[config.mk]
export PLATFORM = sky130hd
export DESIGN_NAME = nfc_ctrl
export DESIGN_NICKNAME = d
export VERILOG_FILES = /design/src/pkg/nfc_pkg.sv /design/src/pkg/nfc_stream_if.sv /design/src/verilog/nfc_fifo.sv /design/src/verilog/nfc_ctrl.sv
export SDC_FILE = /design/constraint.sdc
export NUM_CORES = 2
export LEC_CHECK = 0
export BUFFER_PORTS_ARGS = -buffer_cell sky130_fd_sc_hd__buf_2
export CORE_AREA = 2 2 360 362
export CTS_BUF_LIST = sky130_fd_sc_hd__clkbuf_16
export CTS_CLUSTER_SIZE = 8
export DETAILED_ROUTE_END_ITERATION = 12
export DIE_AREA = 0 0 362 364
export PLACE_DENSITY = 0.74
export SKIP_CTS_REPAIR_TIMING = 1
export SLEW_MARGIN = 20
export SYNTH_ARGS = -nofsm -noshare
export SYNTH_HDL_FRONTEND = slang
export SYNTH_SLANG_ARGS = --single-unit
[constraint.sdc]
create_clock -name CLK_IN -period 3.7 [get_ports CLK_IN]
set_clock_uncertainty 0.1 [all_clocks]
set_input_delay 0.74 -clock CLK_IN [delete_from_list [all_inputs] [get_ports CLK_IN]]
set_output_delay 0.74 -clock CLK_IN [all_outputs]
set_load 0.02 [all_outputs]
[src/pkg/nfc_pkg.sv]
package nfc_pkg;
	// ==========================================================
	// Register map, byte addresses on the peripheral bus.
	localparam logic [31:0] NFC_CONFIG = 32'h4e00_0000;
	localparam logic [31:0] NFC_CONTROL = 32'h4e00_0004;
	localparam logic [31:0] NFC_CMD = 32'h4e00_0008;
	localparam logic [31:0] NFC_ADDR = 32'h4e00_000c;
	localparam logic [31:0] NFC_DATA = 32'h4e00_0010;
	localparam logic [31:0] NFC_MECCD0 = 32'h4e00_0014;
	localparam logic [31:0] NFC_MECCD1 = 32'h4e00_0018;
	localparam logic [31:0] NFC_STATUS = 32'h4e00_0020;
	localparam logic [31:0] NFC_MRES0 = 32'h4e00_002c;
	localparam logic [31:0] NFC_MRES1 = 32'h4e00_0030;
	localparam logic [31:0] NFC_SRES = 32'h4e00_0034;

	// ==========================================================
	// Field positions and reset values.
	localparam int CFG_WIDTH = 0;
	localparam int CTL_ENABLE = 0;
	localparam int CTL_CS_FORCE = 1;
	localparam int CTL_PARITY_CLEAR = 4;
	localparam int CTL_MAIN_FREEZE = 5;
	localparam int CTL_SPARE_FREEZE = 6;
	localparam int STATUS_RB = 0;
	localparam int STATUS_CE = 1;
	localparam int STATUS_BUSY = 8;
	localparam logic ENABLE_RST = 1'h0;
	localparam logic CS_FORCE_RST = 1'h1;
	localparam logic MAIN_FREEZE_RST = 1'h1;
	localparam logic SPARE_FREEZE_RST = 1'h1;
	localparam logic [7:0] CMD_RST = 8'h00;
	localparam logic [7:0] ADDR_RST = 8'h00;
	localparam logic [31:0] WORD_RST = 32'h0000_0000;

	// ==========================================================
	// Timing and buffering.
	localparam int CLK_MHZ = 100;
	localparam int STROBE_NS = 40;
	localparam int STROBE_CYC = (STROBE_NS * CLK_MHZ + 999) / 1000;
	localparam int FIFO_DEPTH = 32;
	localparam int DATA_W = 32;
	localparam int ENTRY_W = DATA_W + 2;

	typedef enum logic [1:0] {
		NFC_KIND_CMD = 2'h0,
		NFC_KIND_ADDR = 2'h1,
		NFC_KIND_DATA = 2'h2
	} nfc_kind_t;

	typedef enum logic [2:0] {
		NFC_S_IDLE = 3'h1,
		NFC_S_LOW = 3'h2,
		NFC_S_HIGH = 3'h4
	} nfc_seq_t;
endpackage : nfc_pkg

[src/pkg/nfc_stream_if.sv]
`timescale 1ns/1ns
// ==========================================================
// Valid/ready word stream between the controller and its FIFO.
interface nfc_stream_if #(
	parameter int W = nfc_pkg::ENTRY_W
);
	logic valid;
	logic ready;
	logic [W-1:0] data;
	modport source (output valid, output data, input ready);
	modport sink (input valid, input data, output ready);
endinterface : nfc_stream_if

[src/verilog/nfc_fifo.sv]
`timescale 1ns/1ns
// ==========================================================
// Flip-flop FIFO; ready and valid reflect the true fill level.
module nfc_fifo #(
	parameter int WIDTH = nfc_pkg::ENTRY_W,
	parameter int DEPTH = nfc_pkg::FIFO_DEPTH
) (
	input wire logic clk_in,
	input wire logic rst_in,
	nfc_stream_if.sink push,
	nfc_stream_if.source pop
);
	localparam int AW = $clog2(DEPTH);
	localparam int CW = $clog2(DEPTH + 1);
	localparam logic [AW-1:0] LAST = AW'(DEPTH - 1);
	localparam logic [CW-1:0] FULL = CW'(DEPTH);

	logic [WIDTH-1:0] mem_q [DEPTH];
	logic [AW-1:0] wr_q;
	logic [AW-1:0] rd_q;
	logic [CW-1:0] count_q;
	logic do_push;
	logic do_pop;

	assign do_push = push.valid && push.ready;
	assign do_pop = pop.valid && pop.ready;
	assign push.ready = count_q != FULL;
	assign pop.valid = count_q != '0;
	assign pop.data = mem_q[rd_q];

	always_ff @(posedge clk_in) begin
		if (do_push) begin
			mem_q[wr_q] <= push.data;
		end
	end

	always_ff @(posedge clk_in) begin
		if (rst_in) begin
			wr_q <= '0;
			rd_q <= '0;
			count_q <= '0;
		end else begin
			if (do_push) begin
				wr_q <= (wr_q == LAST) ? '0 : wr_q + AW'(1);
			end
			if (do_pop) begin
				rd_q <= (rd_q == LAST) ? '0 : rd_q + AW'(1);
			end
			if (do_push && !do_pop) begin
				count_q <= count_q + CW'(1);
			end else if (do_pop && !do_push) begin
				count_q <= count_q - CW'(1);
			end
		end
	end
endmodule : nfc_fifo

[src/verilog/nfc_ctrl.sv]
// Register access over APB was left to the implementer.
`timescale 1ns/1ns
// ==========================================================
// Flash controller: APB registers, command/address/data windows,
// flash bus sequencer and parity engine.
module nfc_ctrl #(
	parameter int STROBE_CYC = nfc_pkg::STROBE_CYC,
	parameter int FIFO_DEPTH = nfc_pkg::FIFO_DEPTH
) (
	input wire logic CLK_IN,
	input wire logic RST_IN,
	input wire logic PSEL_IN,
	input wire logic PENABLE_IN,
	input wire logic PWRITE_IN,
	input wire logic [31:0] PADDR_IN,
	input wire logic [31:0] PWDATA_IN,
	output logic [31:0] PRDATA_OUT,
	output logic PREADY_OUT,
	output logic PSLVERR_OUT,
	input wire logic BOOT_LOAD_IN,
	input wire logic WIDTH_STRAP_IN,
	input wire logic FLASH_RB_IN,
	input wire logic [15:0] FLASH_IO_IN,
	output logic [15:0] FLASH_IO_OUT,
	output logic FLASH_IO_OE_OUT,
	output logic FLASH_CHIP_ENABLE_N_OUT,
	output logic FLASH_CLE_OUT,
	output logic FLASH_ALE_OUT,
	output logic FLASH_WE_N_OUT,
	output logic FLASH_RE_N_OUT
);
	// ==========================================================
	// Decode helpers.
	function automatic logic is_mapped(input logic [31:0] a);
		return a == nfc_pkg::NFC_CONFIG || a == nfc_pkg::NFC_CONTROL ||
			a == nfc_pkg::NFC_CMD || a == nfc_pkg::NFC_ADDR ||
			a == nfc_pkg::NFC_DATA || a == nfc_pkg::NFC_MECCD0 ||
			a == nfc_pkg::NFC_MECCD1 || a == nfc_pkg::NFC_STATUS ||
			a == nfc_pkg::NFC_MRES0 || a == nfc_pkg::NFC_MRES1 ||
			a == nfc_pkg::NFC_SRES;
	endfunction : is_mapped

	function automatic logic is_fetch(input logic [31:0] a);
		return a == nfc_pkg::NFC_DATA || a == nfc_pkg::NFC_MECCD0 ||
			a == nfc_pkg::NFC_MECCD1;
	endfunction : is_fetch

	// The upper lane is forced to zero on a narrow bus so it never toggles.
	function automatic logic [15:0] lane_of(input logic [31:0] w, input logic wide);
		return wide ? w[15:0] : {8'h00, w[7:0]};
	endfunction : lane_of

	// ==========================================================
	// State.
	logic enable_q;
	logic cs_force_q;
	logic main_freeze_q;
	logic spare_freeze_q;
	logic width_q;
	logic strap_pend_q;
	logic [7:0] cmd_q;
	logic [7:0] addr_q;
	logic [31:0] meccd0_q;
	logic [31:0] meccd1_q;
	logic [31:0] main_res0_q;
	logic [31:0] main_res1_q;
	logic [31:0] spare_res_q;
	logic pready_q;
	logic pslverr_q;
	logic [31:0] prdata_q;
	logic rd_req_q;
	logic rd_done_q;
	logic rb_s1_q;
	logic rb_s2_q;
	logic strap_s1_q;
	logic strap_s2_q;
	logic [15:0] io_s1_q;
	logic [15:0] io_s2_q;
	nfc_pkg::nfc_seq_t state_q;
	nfc_pkg::nfc_kind_t kind_q;
	logic [1:0] beat_q;
	logic reading_q;
	logic [31:0] word_q;
	logic [7:0] div_q;
	logic ce_n_q;
	logic cle_q;
	logic ale_q;
	logic we_n_q;
	logic re_n_q;
	logic [15:0] io_out_q;
	logic io_oe_q;

	logic access;
	logic wr_stream;
	logic rd_fetch;
	logic parity_clear;
	logic tick;
	logic start_rd;
	logic ecc_step;
	logic [1:0] last_beat;
	logic [31:0] word_next;
	logic [15:0] beat_val;
	logic [31:0] read_mux;
	nfc_pkg::nfc_kind_t push_kind;
	nfc_pkg::nfc_kind_t pop_kind;

	nfc_stream_if #(.W(nfc_pkg::ENTRY_W)) push_if ();
	nfc_stream_if #(.W(nfc_pkg::ENTRY_W)) pop_if ();

	nfc_fifo #(
		.WIDTH(nfc_pkg::ENTRY_W),
		.DEPTH(FIFO_DEPTH)
	) u_fifo (
		.clk_in(CLK_IN),
		.rst_in(RST_IN),
		.push(push_if),
		.pop(pop_if)
	);

	// ==========================================================
	// Bus decode. A stalled stream write holds the access phase open.
	assign access = PSEL_IN && PENABLE_IN && !pready_q;
	assign wr_stream = access && PWRITE_IN && enable_q && (PADDR_IN == nfc_pkg::NFC_CMD ||
		PADDR_IN == nfc_pkg::NFC_ADDR || PADDR_IN == nfc_pkg::NFC_DATA);
	assign rd_fetch = access && !PWRITE_IN && enable_q && is_fetch(PADDR_IN);
	assign parity_clear = access && PWRITE_IN && PADDR_IN == nfc_pkg::NFC_CONTROL &&
		PWDATA_IN[nfc_pkg::CTL_PARITY_CLEAR];
	assign push_kind = (PADDR_IN == nfc_pkg::NFC_CMD) ? nfc_pkg::NFC_KIND_CMD :
		(PADDR_IN == nfc_pkg::NFC_ADDR) ? nfc_pkg::NFC_KIND_ADDR : nfc_pkg::NFC_KIND_DATA;
	assign push_if.valid = wr_stream;
	assign push_if.data = {push_kind, PWDATA_IN};
	assign pop_kind = nfc_pkg::nfc_kind_t'(pop_if.data[nfc_pkg::ENTRY_W-1:nfc_pkg::DATA_W]);
	assign pop_if.ready = state_q == nfc_pkg::NFC_S_IDLE && enable_q;

	always_comb begin
		read_mux = 32'h0000_0000;
		unique case (PADDR_IN)
			nfc_pkg::NFC_CONFIG: read_mux[nfc_pkg::CFG_WIDTH] = width_q;
			nfc_pkg::NFC_CONTROL: begin
				read_mux[nfc_pkg::CTL_ENABLE] = enable_q;
				read_mux[nfc_pkg::CTL_CS_FORCE] = cs_force_q;
				read_mux[nfc_pkg::CTL_MAIN_FREEZE] = main_freeze_q;
				read_mux[nfc_pkg::CTL_SPARE_FREEZE] = spare_freeze_q;
			end
			nfc_pkg::NFC_CMD: read_mux[7:0] = cmd_q;
			nfc_pkg::NFC_ADDR: read_mux[7:0] = addr_q;
			nfc_pkg::NFC_MECCD0: read_mux = meccd0_q;
			nfc_pkg::NFC_MECCD1: read_mux = meccd1_q;
			nfc_pkg::NFC_STATUS: begin
				read_mux[nfc_pkg::STATUS_RB] = rb_s2_q;
				read_mux[nfc_pkg::STATUS_CE] = ce_n_q;
				read_mux[nfc_pkg::STATUS_BUSY] = state_q != nfc_pkg::NFC_S_IDLE;
			end
			nfc_pkg::NFC_MRES0: read_mux = main_res0_q;
			nfc_pkg::NFC_MRES1: read_mux = main_res1_q;
			nfc_pkg::NFC_SRES: read_mux = spare_res_q;
			default: read_mux = 32'h0000_0000;
		endcase
	end

	// ==========================================================
	// APB answer. Every access takes at least one wait state.
	always_ff @(posedge CLK_IN) begin
		if (RST_IN) begin
			pready_q <= 1'b0;
			pslverr_q <= 1'b0;
			prdata_q <= nfc_pkg::WORD_RST;
			rd_req_q <= 1'b0;
		end else begin
			pready_q <= 1'b0;
			pslverr_q <= 1'b0;
			if (rd_done_q) begin
				rd_req_q <= 1'b0;
				pready_q <= 1'b1;
				prdata_q <= word_q;
			end else if (rd_fetch) begin
				rd_req_q <= 1'b1;
			end else if (access && !(wr_stream && !push_if.ready)) begin
				pready_q <= 1'b1;
				pslverr_q <= !is_mapped(PADDR_IN);
				prdata_q <= PWRITE_IN ? nfc_pkg::WORD_RST : read_mux;
			end
		end
	end

	// ==========================================================
	// Control and configuration. The width strap is caught after release.
	always_ff @(posedge CLK_IN) begin
		if (RST_IN) begin
			enable_q <= nfc_pkg::ENABLE_RST;
			cs_force_q <= nfc_pkg::CS_FORCE_RST;
			main_freeze_q <= nfc_pkg::MAIN_FREEZE_RST;
			spare_freeze_q <= nfc_pkg::SPARE_FREEZE_RST;
			width_q <= 1'b0;
			strap_pend_q <= 1'b1;
		end else begin
			if (strap_pend_q) begin
				width_q <= strap_s2_q;
				strap_pend_q <= 1'b0;
			end
			if (access && PWRITE_IN && PADDR_IN == nfc_pkg::NFC_CONFIG) begin
				width_q <= PWDATA_IN[nfc_pkg::CFG_WIDTH];
			end
			if (access && PWRITE_IN && PADDR_IN == nfc_pkg::NFC_CONTROL) begin
				enable_q <= PWDATA_IN[nfc_pkg::CTL_ENABLE];
				cs_force_q <= PWDATA_IN[nfc_pkg::CTL_CS_FORCE];
				main_freeze_q <= PWDATA_IN[nfc_pkg::CTL_MAIN_FREEZE];
				spare_freeze_q <= PWDATA_IN[nfc_pkg::CTL_SPARE_FREEZE];
			end
		end
	end

	// ==========================================================
	// Command, address and fetched parity words.
	always_ff @(posedge CLK_IN) begin
		if (RST_IN) begin
			cmd_q <= nfc_pkg::CMD_RST;
			addr_q <= nfc_pkg::ADDR_RST;
			meccd0_q <= nfc_pkg::WORD_RST;
			meccd1_q <= nfc_pkg::WORD_RST;
		end else begin
			if (access && PWRITE_IN && PADDR_IN == nfc_pkg::NFC_CMD) begin
				cmd_q <= PWDATA_IN[7:0];
			end
			if (access && PWRITE_IN && PADDR_IN == nfc_pkg::NFC_ADDR) begin
				addr_q <= PWDATA_IN[7:0];
			end
			if (access && PWRITE_IN && PADDR_IN == nfc_pkg::NFC_MECCD0) begin
				meccd0_q <= PWDATA_IN;
			end
			if (access && PWRITE_IN && PADDR_IN == nfc_pkg::NFC_MECCD1) begin
				meccd1_q <= PWDATA_IN;
			end
			// Flash byte order lands the lanes as bits 15:0 then 31:16 on a wide bus, and bytes 7:0 to 31:24 on a narrow one.
			if (rd_done_q && PADDR_IN == nfc_pkg::NFC_MECCD0) begin
				meccd0_q <= word_q;
			end
			if (rd_done_q && PADDR_IN == nfc_pkg::NFC_MECCD1) begin
				meccd1_q <= word_q;
			end
		end
	end

	// ==========================================================
	// Pin synchronisers.
	always_ff @(posedge CLK_IN) begin
		rb_s1_q <= FLASH_RB_IN;
		rb_s2_q <= rb_s1_q;
		strap_s1_q <= WIDTH_STRAP_IN;
		strap_s2_q <= strap_s1_q;
		io_s1_q <= FLASH_IO_IN;
		io_s2_q <= io_s1_q;
	end

	// ==========================================================
	// Chip enable. Boot load overrides software so the loader owns the chip.
	always_ff @(posedge CLK_IN) begin
		if (RST_IN) begin
			ce_n_q <= 1'b1;
		end else if (BOOT_LOAD_IN) begin
			ce_n_q <= 1'b0;
		end else begin
			ce_n_q <= enable_q ? cs_force_q : 1'b1;
		end
	end

	// ==========================================================
	// Flash sequencer: each beat is one strobe low phase and one high phase.
	assign tick = div_q == 8'(STROBE_CYC - 1);
	assign last_beat = (reading_q || kind_q == nfc_pkg::NFC_KIND_DATA) ?
		(width_q ? 2'h1 : 2'h3) : 2'h0;
	assign word_next = width_q ? {16'h0000, word_q[31:16]} : {8'h00, word_q[31:8]};
	assign start_rd = state_q == nfc_pkg::NFC_S_IDLE && enable_q && !pop_if.valid &&
		rd_req_q && !rd_done_q;
	assign beat_val = reading_q ? lane_of({16'h0000, io_s2_q}, width_q) : lane_of(word_q, width_q);
	assign ecc_step = state_q == nfc_pkg::NFC_S_LOW && tick &&
		(reading_q || kind_q == nfc_pkg::NFC_KIND_DATA);

	always_ff @(posedge CLK_IN) begin
		if (RST_IN) begin
			state_q <= nfc_pkg::NFC_S_IDLE;
			kind_q <= nfc_pkg::NFC_KIND_CMD;
			beat_q <= 2'h0;
			reading_q <= 1'b0;
			word_q <= nfc_pkg::WORD_RST;
			div_q <= 8'h00;
			rd_done_q <= 1'b0;
			cle_q <= 1'b0;
			ale_q <= 1'b0;
			we_n_q <= 1'b1;
			re_n_q <= 1'b1;
			io_out_q <= 16'h0000;
			io_oe_q <= 1'b0;
		end else begin
			rd_done_q <= 1'b0;
			div_q <= (state_q == nfc_pkg::NFC_S_IDLE || tick) ? 8'h00 : div_q + 8'h01;
			unique case (state_q)
				nfc_pkg::NFC_S_IDLE: begin
					beat_q <= 2'h0;
					if (pop_if.valid && pop_if.ready) begin
						kind_q <= pop_kind;
						word_q <= pop_if.data[31:0];
						reading_q <= 1'b0;
						state_q <= nfc_pkg::NFC_S_LOW;
						cle_q <= pop_kind == nfc_pkg::NFC_KIND_CMD;
						ale_q <= pop_kind == nfc_pkg::NFC_KIND_ADDR;
						we_n_q <= 1'b0;
						io_oe_q <= 1'b1;
						io_out_q <= (pop_kind == nfc_pkg::NFC_KIND_DATA) ?
							lane_of(pop_if.data[31:0], width_q) :
							{8'h00, pop_if.data[7:0]};
					end else if (start_rd) begin
						kind_q <= nfc_pkg::NFC_KIND_DATA;
						reading_q <= 1'b1;
						word_q <= nfc_pkg::WORD_RST;
						state_q <= nfc_pkg::NFC_S_LOW;
						re_n_q <= 1'b0;
					end
				end
				nfc_pkg::NFC_S_LOW: begin
					if (tick) begin
						state_q <= nfc_pkg::NFC_S_HIGH;
						we_n_q <= 1'b1;
						re_n_q <= 1'b1;
						if (reading_q) begin
							word_q <= width_q ? {io_s2_q, word_q[31:16]} :
								{io_s2_q[7:0], word_q[31:8]};
						end
					end
				end
				nfc_pkg::NFC_S_HIGH: begin
					if (tick && beat_q == last_beat) begin
						state_q <= nfc_pkg::NFC_S_IDLE;
						cle_q <= 1'b0;
						ale_q <= 1'b0;
						io_oe_q <= 1'b0;
						rd_done_q <= reading_q;
					end else if (tick) begin
						beat_q <= beat_q + 2'h1;
						state_q <= nfc_pkg::NFC_S_LOW;
						if (reading_q) begin
							re_n_q <= 1'b0;
						end else begin
							we_n_q <= 1'b0;
							word_q <= word_next;
							io_out_q <= lane_of(word_next, width_q);
						end
					end
				end
				default: state_q <= nfc_pkg::NFC_S_IDLE;
			endcase
		end
	end

	// ==========================================================
	// Parity engine: per lane, a byte XOR, an odd-beat XOR and a byte sum.
	always_ff @(posedge CLK_IN) begin
		if (RST_IN || parity_clear) begin
			main_res0_q <= nfc_pkg::WORD_RST;
			main_res1_q <= nfc_pkg::WORD_RST;
			spare_res_q <= nfc_pkg::WORD_RST;
		end else if (ecc_step) begin
			if (!main_freeze_q) begin
				main_res0_q[15:0] <= main_res0_q[15:0] ^ beat_val;
				if (beat_q[0]) begin
					main_res0_q[31:16] <= main_res0_q[31:16] ^ beat_val;
				end
				main_res1_q[15:0] <= main_res1_q[15:0] + {8'h00, beat_val[7:0]};
				main_res1_q[31:16] <= main_res1_q[31:16] + {8'h00, beat_val[15:8]};
			end
			if (!spare_freeze_q) begin
				spare_res_q[15:0] <= spare_res_q[15:0] ^ beat_val;
			end
		end
	end

	assign PRDATA_OUT = prdata_q;
	assign PREADY_OUT = pready_q;
	assign PSLVERR_OUT = pslverr_q;
	assign FLASH_IO_OUT = io_out_q;
	assign FLASH_IO_OE_OUT = io_oe_q;
	assign FLASH_CHIP_ENABLE_N_OUT = ce_n_q;
	assign FLASH_CLE_OUT = cle_q;
	assign FLASH_ALE_OUT = ale_q;
	assign FLASH_WE_N_OUT = we_n_q;
	assign FLASH_RE_N_OUT = re_n_q;
endmodule : nfc_ctrl

==> results.rst <==
.. list-table::
   :header-rows: 1

   * - Metric
     - Value
   * - Clock-pin transition on the worst setup and hold timing paths
     - 50 ps
   * - Startpoint type of the worst setup path
     - flip-flop
   * - Maximum number of pins on one net before global-route repair
     - 82
   * - Met3 global-route usage
     - 0.0675
   * - Drc violations
     - 0
   * - Buffers added on ports
     - roughly 140
   * - Overall global routing resource usage
     - 0.244
   * - Number of instances in the synthesized netlist
     - 3511
   * - Area of the die
     - around 130000 µm²
   * - DIE HEIGHT
     - 364 µm
   * - Vias per cell
     - ~6.3
   * - Most common library cell in the layout ignoring fill and taps
     - edfxtp_1
   * - Maximum buffer depth of the clock tree
     - 3
   * - Startpoint of the worst-slack reg-to-reg timing path
     - reading_q
   * - Pwr per Cell Area
     - 518 nW/µm²
   * - Crit-path max FO
     - 10
   * - Number of logic stages on the critical path including buffering
     - 10
   * - Global routing usage on met1
     - 0.320
   * - Post-Route WL
     - between 150 and 200 mm
   * - Combined area of the multi-input logic cells
     - 16900 µm²
   * - Setup-failing EPs final
     - 0
   * - Antenna-violating nets left
     - 0
   * - Static power due to leakage
     - 21.5 nW
   * - Cell area reported after detailed placement
     - around 61000 µm²
   * - Max-cap violations
     - 0
   * - Count of synthesis-stage warnings from yosys
     - 0
   * - Count of filler cells inserted in the layout
     - 9967
   * - Summed instance area of the synthesized netlist
     - 57100 µm²
   * - Vias
     - 35399
   * - Global-route wire length before repair
     - 235 mm
   * - Fraction of met2 tracks used by global routing
     - 0.386
   * - Worst flop-to-flop path endpoint
     - main_res1_q[13]
   * - Data arrival at the endpoint of the critical path
     - 4030 ps
   * - Combined flip-flop and latch cell area
     - 39300 µm²
   * - Maximum cell stage delay along the critical path
     - 710 ps
   * - Family of cells with the greatest summed delay on the critical path
     - compound AO/OA/AOI/OAI gates
   * - Ordered cell list for the critical path
     - mux2i_1 > inv_1 > ha_1 > a21o_1 > a21oi_1 > o21ai_0 > a31o_2 > a21oi_1 > or4b_2 > a21oi_1
   * - Critical path origin
     - reading_q
   * - Cell area after layout
     - 66900 µm²
   * - RePlAce Congestion
     - 0.891
   * - Clock latency on the worst-skew pair
     - roughly 820 ps
   * - Initial cell density of the core
     - 0.445
   * - Die span in x
     - 362 µm
   * - Rel. slew slack
     - 0.165
   * - Required @ worst endpoint
     - 4280 ps
   * - Slowest stage cell on the critical path
     - dfxtp_1
   * - Clock Root Buffer
     - clkbuf_16
   * - CTS tree
     - done
   * - Period minus WS final
     - 3450 ps
   * - Final number of max-transition violations
     - 0
   * - Post-synth EDFFs
     - 1088
   * - GR Overflow Total
     - 0
   * - Layout cell share with drive strength beyond 1
     - 0.247
   * - Type of the most critical hold path
     - in -> reg
   * - Nets
     - between 3000 and 4000
   * - Worst setup slack for register-to-register paths
     - 250 ps
   * - Clock buffer count from CTS
     - 195
   * - Type of element capturing the critical path
     - flip-flop
   * - Share of the yosys chip area belonging to registers
     - 0.688
   * - Avg Cell Area, Syn
     - 16.2 µm²
   * - Core footprint
     - between 100000 and 150000 µm²
   * - Antenna violations before repair
     - 18
   * - Total power of the final layout
     - 34.7 mW
   * - Syn Nets
     - between 3000 and 4000
   * - Max Freq
     - 290 MHz
   * - Worst Reg-to-Reg Cells
     - 10
   * - Site row count
     - 132
   * - GR peak layer
     - met2
   * - Worst vdd rail ir drop
     - between 0.4 and 0.5 mV
   * - RSZ-0062 raised after global routing
     - false
   * - Main flop type after synthesis
     - edfxtp_1
   * - Area added between synthesis and finish
     - 17.3%
   * - Commonest cells after routing, fill and taps aside
     - 1088 x edfxtp_1, 323 x dfxtp_1, 305 x mux4_2
   * - First-pass iteration count of the detailed router
     - 13
   * - End of the critical path
     - main_res1_q[13]
   * - Worst Max-Slew Pin Slew
     - 1250 ps
   * - Final-report hold violation count
     - 0
   * - H-tree levels
     - 4
   * - Number of violations reported at the end of detailed-routing iteration 0
     - 5140
   * - I/O pin count
     - roughly 140
   * - Outcome
     - complete, no violations
   * - Critical path type
     - reg -> reg
   * - Critical path's most frequent cell
     - a21oi_1
   * - Bufs and invs on worst path
     - 1
   * - FFs w/ async S/R, synth
     - 0
   * - Routed length per instance
     - 29.0 µm
   * - Register bit count reported by yosys
     - 1417
   * - Count of different cell masters after synthesis
     - 84
   * - Number of global-route vias before repair
     - between 30000 and 40000
   * - Half-perimeter wire length of the detailed placement result
     - approximately 97 mm
   * - Sinks on Clock Net
     - around 1400
   * - Final worst-path cycle share
     - 0.932
-- sequential cells by signal (all words and copies together) (netlist names), 32 cells and up, named ones only --
signal,count
u_fifo.mem_q,1088
PRDATA_OUT,32
main_res0_q,32
main_res1_q,32
meccd0_q,32
meccd1_q,32
word_q,32
-- worst min path at each step --
stage / slack, ps / from / cells past startpoint / to
global route: 8 / BOOT_LOAD_IN / 2 / FLASH_CHIP_ENABLE_N_OUT
CTS: -120 / FLASH_IO_IN[5] / 1 / io_s1_q[5]
detailed placement: 210 / io_s1_q[0] / 0 / io_s2_q[0]
finish: 20 / BOOT_LOAD_IN / 2 / FLASH_CHIP_ENABLE_N_OUT
global placement: 210 / io_s1_q[5] / 0 / io_s2_q[5]
floorplan: 210 / io_s1_q[0] / 0 / io_s2_q[0]
-- where the power goes --
| part | total [mW] | switching (mW) | leakage [nW] | internal, mW |
|---|---|---|---|---|
| logic | 0.992 | 0.673 | 5.99 | 0.318 |
| clock network | 16.2 | 6.73 | 3.00 | 9.47 |
| registers | 17.5 | 0.234 | 12.5 | 17.2 |
| total | 34.7 | 7.64 | 21.5 | 27.0 |
-- synthesized netlist by cell type, types with 17 or more instances --
library cell,number,area [µm²]
a211oi_1,77,578
clkbuf_1,131,492
or3_1,58,363
dfxtp_1,329,6590
o211ai_1,22,165
nand2_1,151,567
inv_1,37,139
o21ai_0,78,390
a32oi_1,18,158
mux2i_1,67,671
a21o_1,17,128
nand3b_1,24,180
a21oi_1,147,736
buf_1,29,109
a222oi_1,22,220
o31ai_1,36,270
a311oi_1,23,201
a22o_1,20,175
a22oi_1,55,413
mux2_2,35,394
mux4_2,305,6870
ha_1,30,375
nand2b_1,40,250
edfxtp_1,1088,32700
nor3_1,34,170
buf_2,57,285
nor2_1,273,1020
nand3_1,61,305
-- layout make-up --
class                           instances  share of cell area
Multi-Input combinational cell       1824               0.253
Tap cell                             1675              0.0313
Sequential cell                      1417               0.587
Inverter                               37             0.00208
Clock buffer                          196              0.0733
Clock inverter                         96              0.0104
Antenna cell                            3            0.000112
Timing Repair Buffer                  347              0.0433
-- worst reg2reg max path, cell delays in order (launching register included) --
cell,delay (ps)
dfxtp_1,710
mux2i_1,460
inv_1,80
ha_1,280
a21o_1,190
a21oi_1,270
o21ai_0,140
a31o_2,260
a21oi_1,510
or4b_2,240
a21oi_1,60
-- metal layers --
layer,up-vias,wire [µm]
met5,-,167
li1,14645,-
met4,26,6390
met1,17932,59900
met3,437,19900
met2,2359,75800
-- per-stage QoR --
| stage | setup TNS, ps | setup slack [ps] | cells | utilization | hold WS (ps) |
|---|---|---|---|---|---|
| after floorplan | -361160 | -335 | 3511 | - | 210 |
| after global placement | 0 | 62.6 | 5282 | 0.476 | 213 |
| after detailed placement | -28.5 | -28.5 | 5282 | 0.476 | 212 |
| after CTS | 0 | 247 | 5574 | 0.520 | -120 |
| after global routing | 0 | 26.1 | 5594 | 0.521 | 7.82 |
| final | 0 | 253 | 5595 | 0.521 | 16.0 |
-- cell families (layout without fill, tap and decap cells) --
family / count (synthesis) / in the layout / share of synthesized area
fa+ha+maj: 33 / 33 / 0.00763
other cells: 0 / 3 / 0
flops: 1417 / 1417 / 0.688
buf+inv: 270 / 676 / 0.0203
mux: 407 / 407 / 0.139
compound gates: 613 / 613 / 0.0770
simple gates: 744 / 744 / 0.0637
xor+xnor: 27 / 27 / 0.00414
No activity file was read; power rests on OpenSTA's default activity.
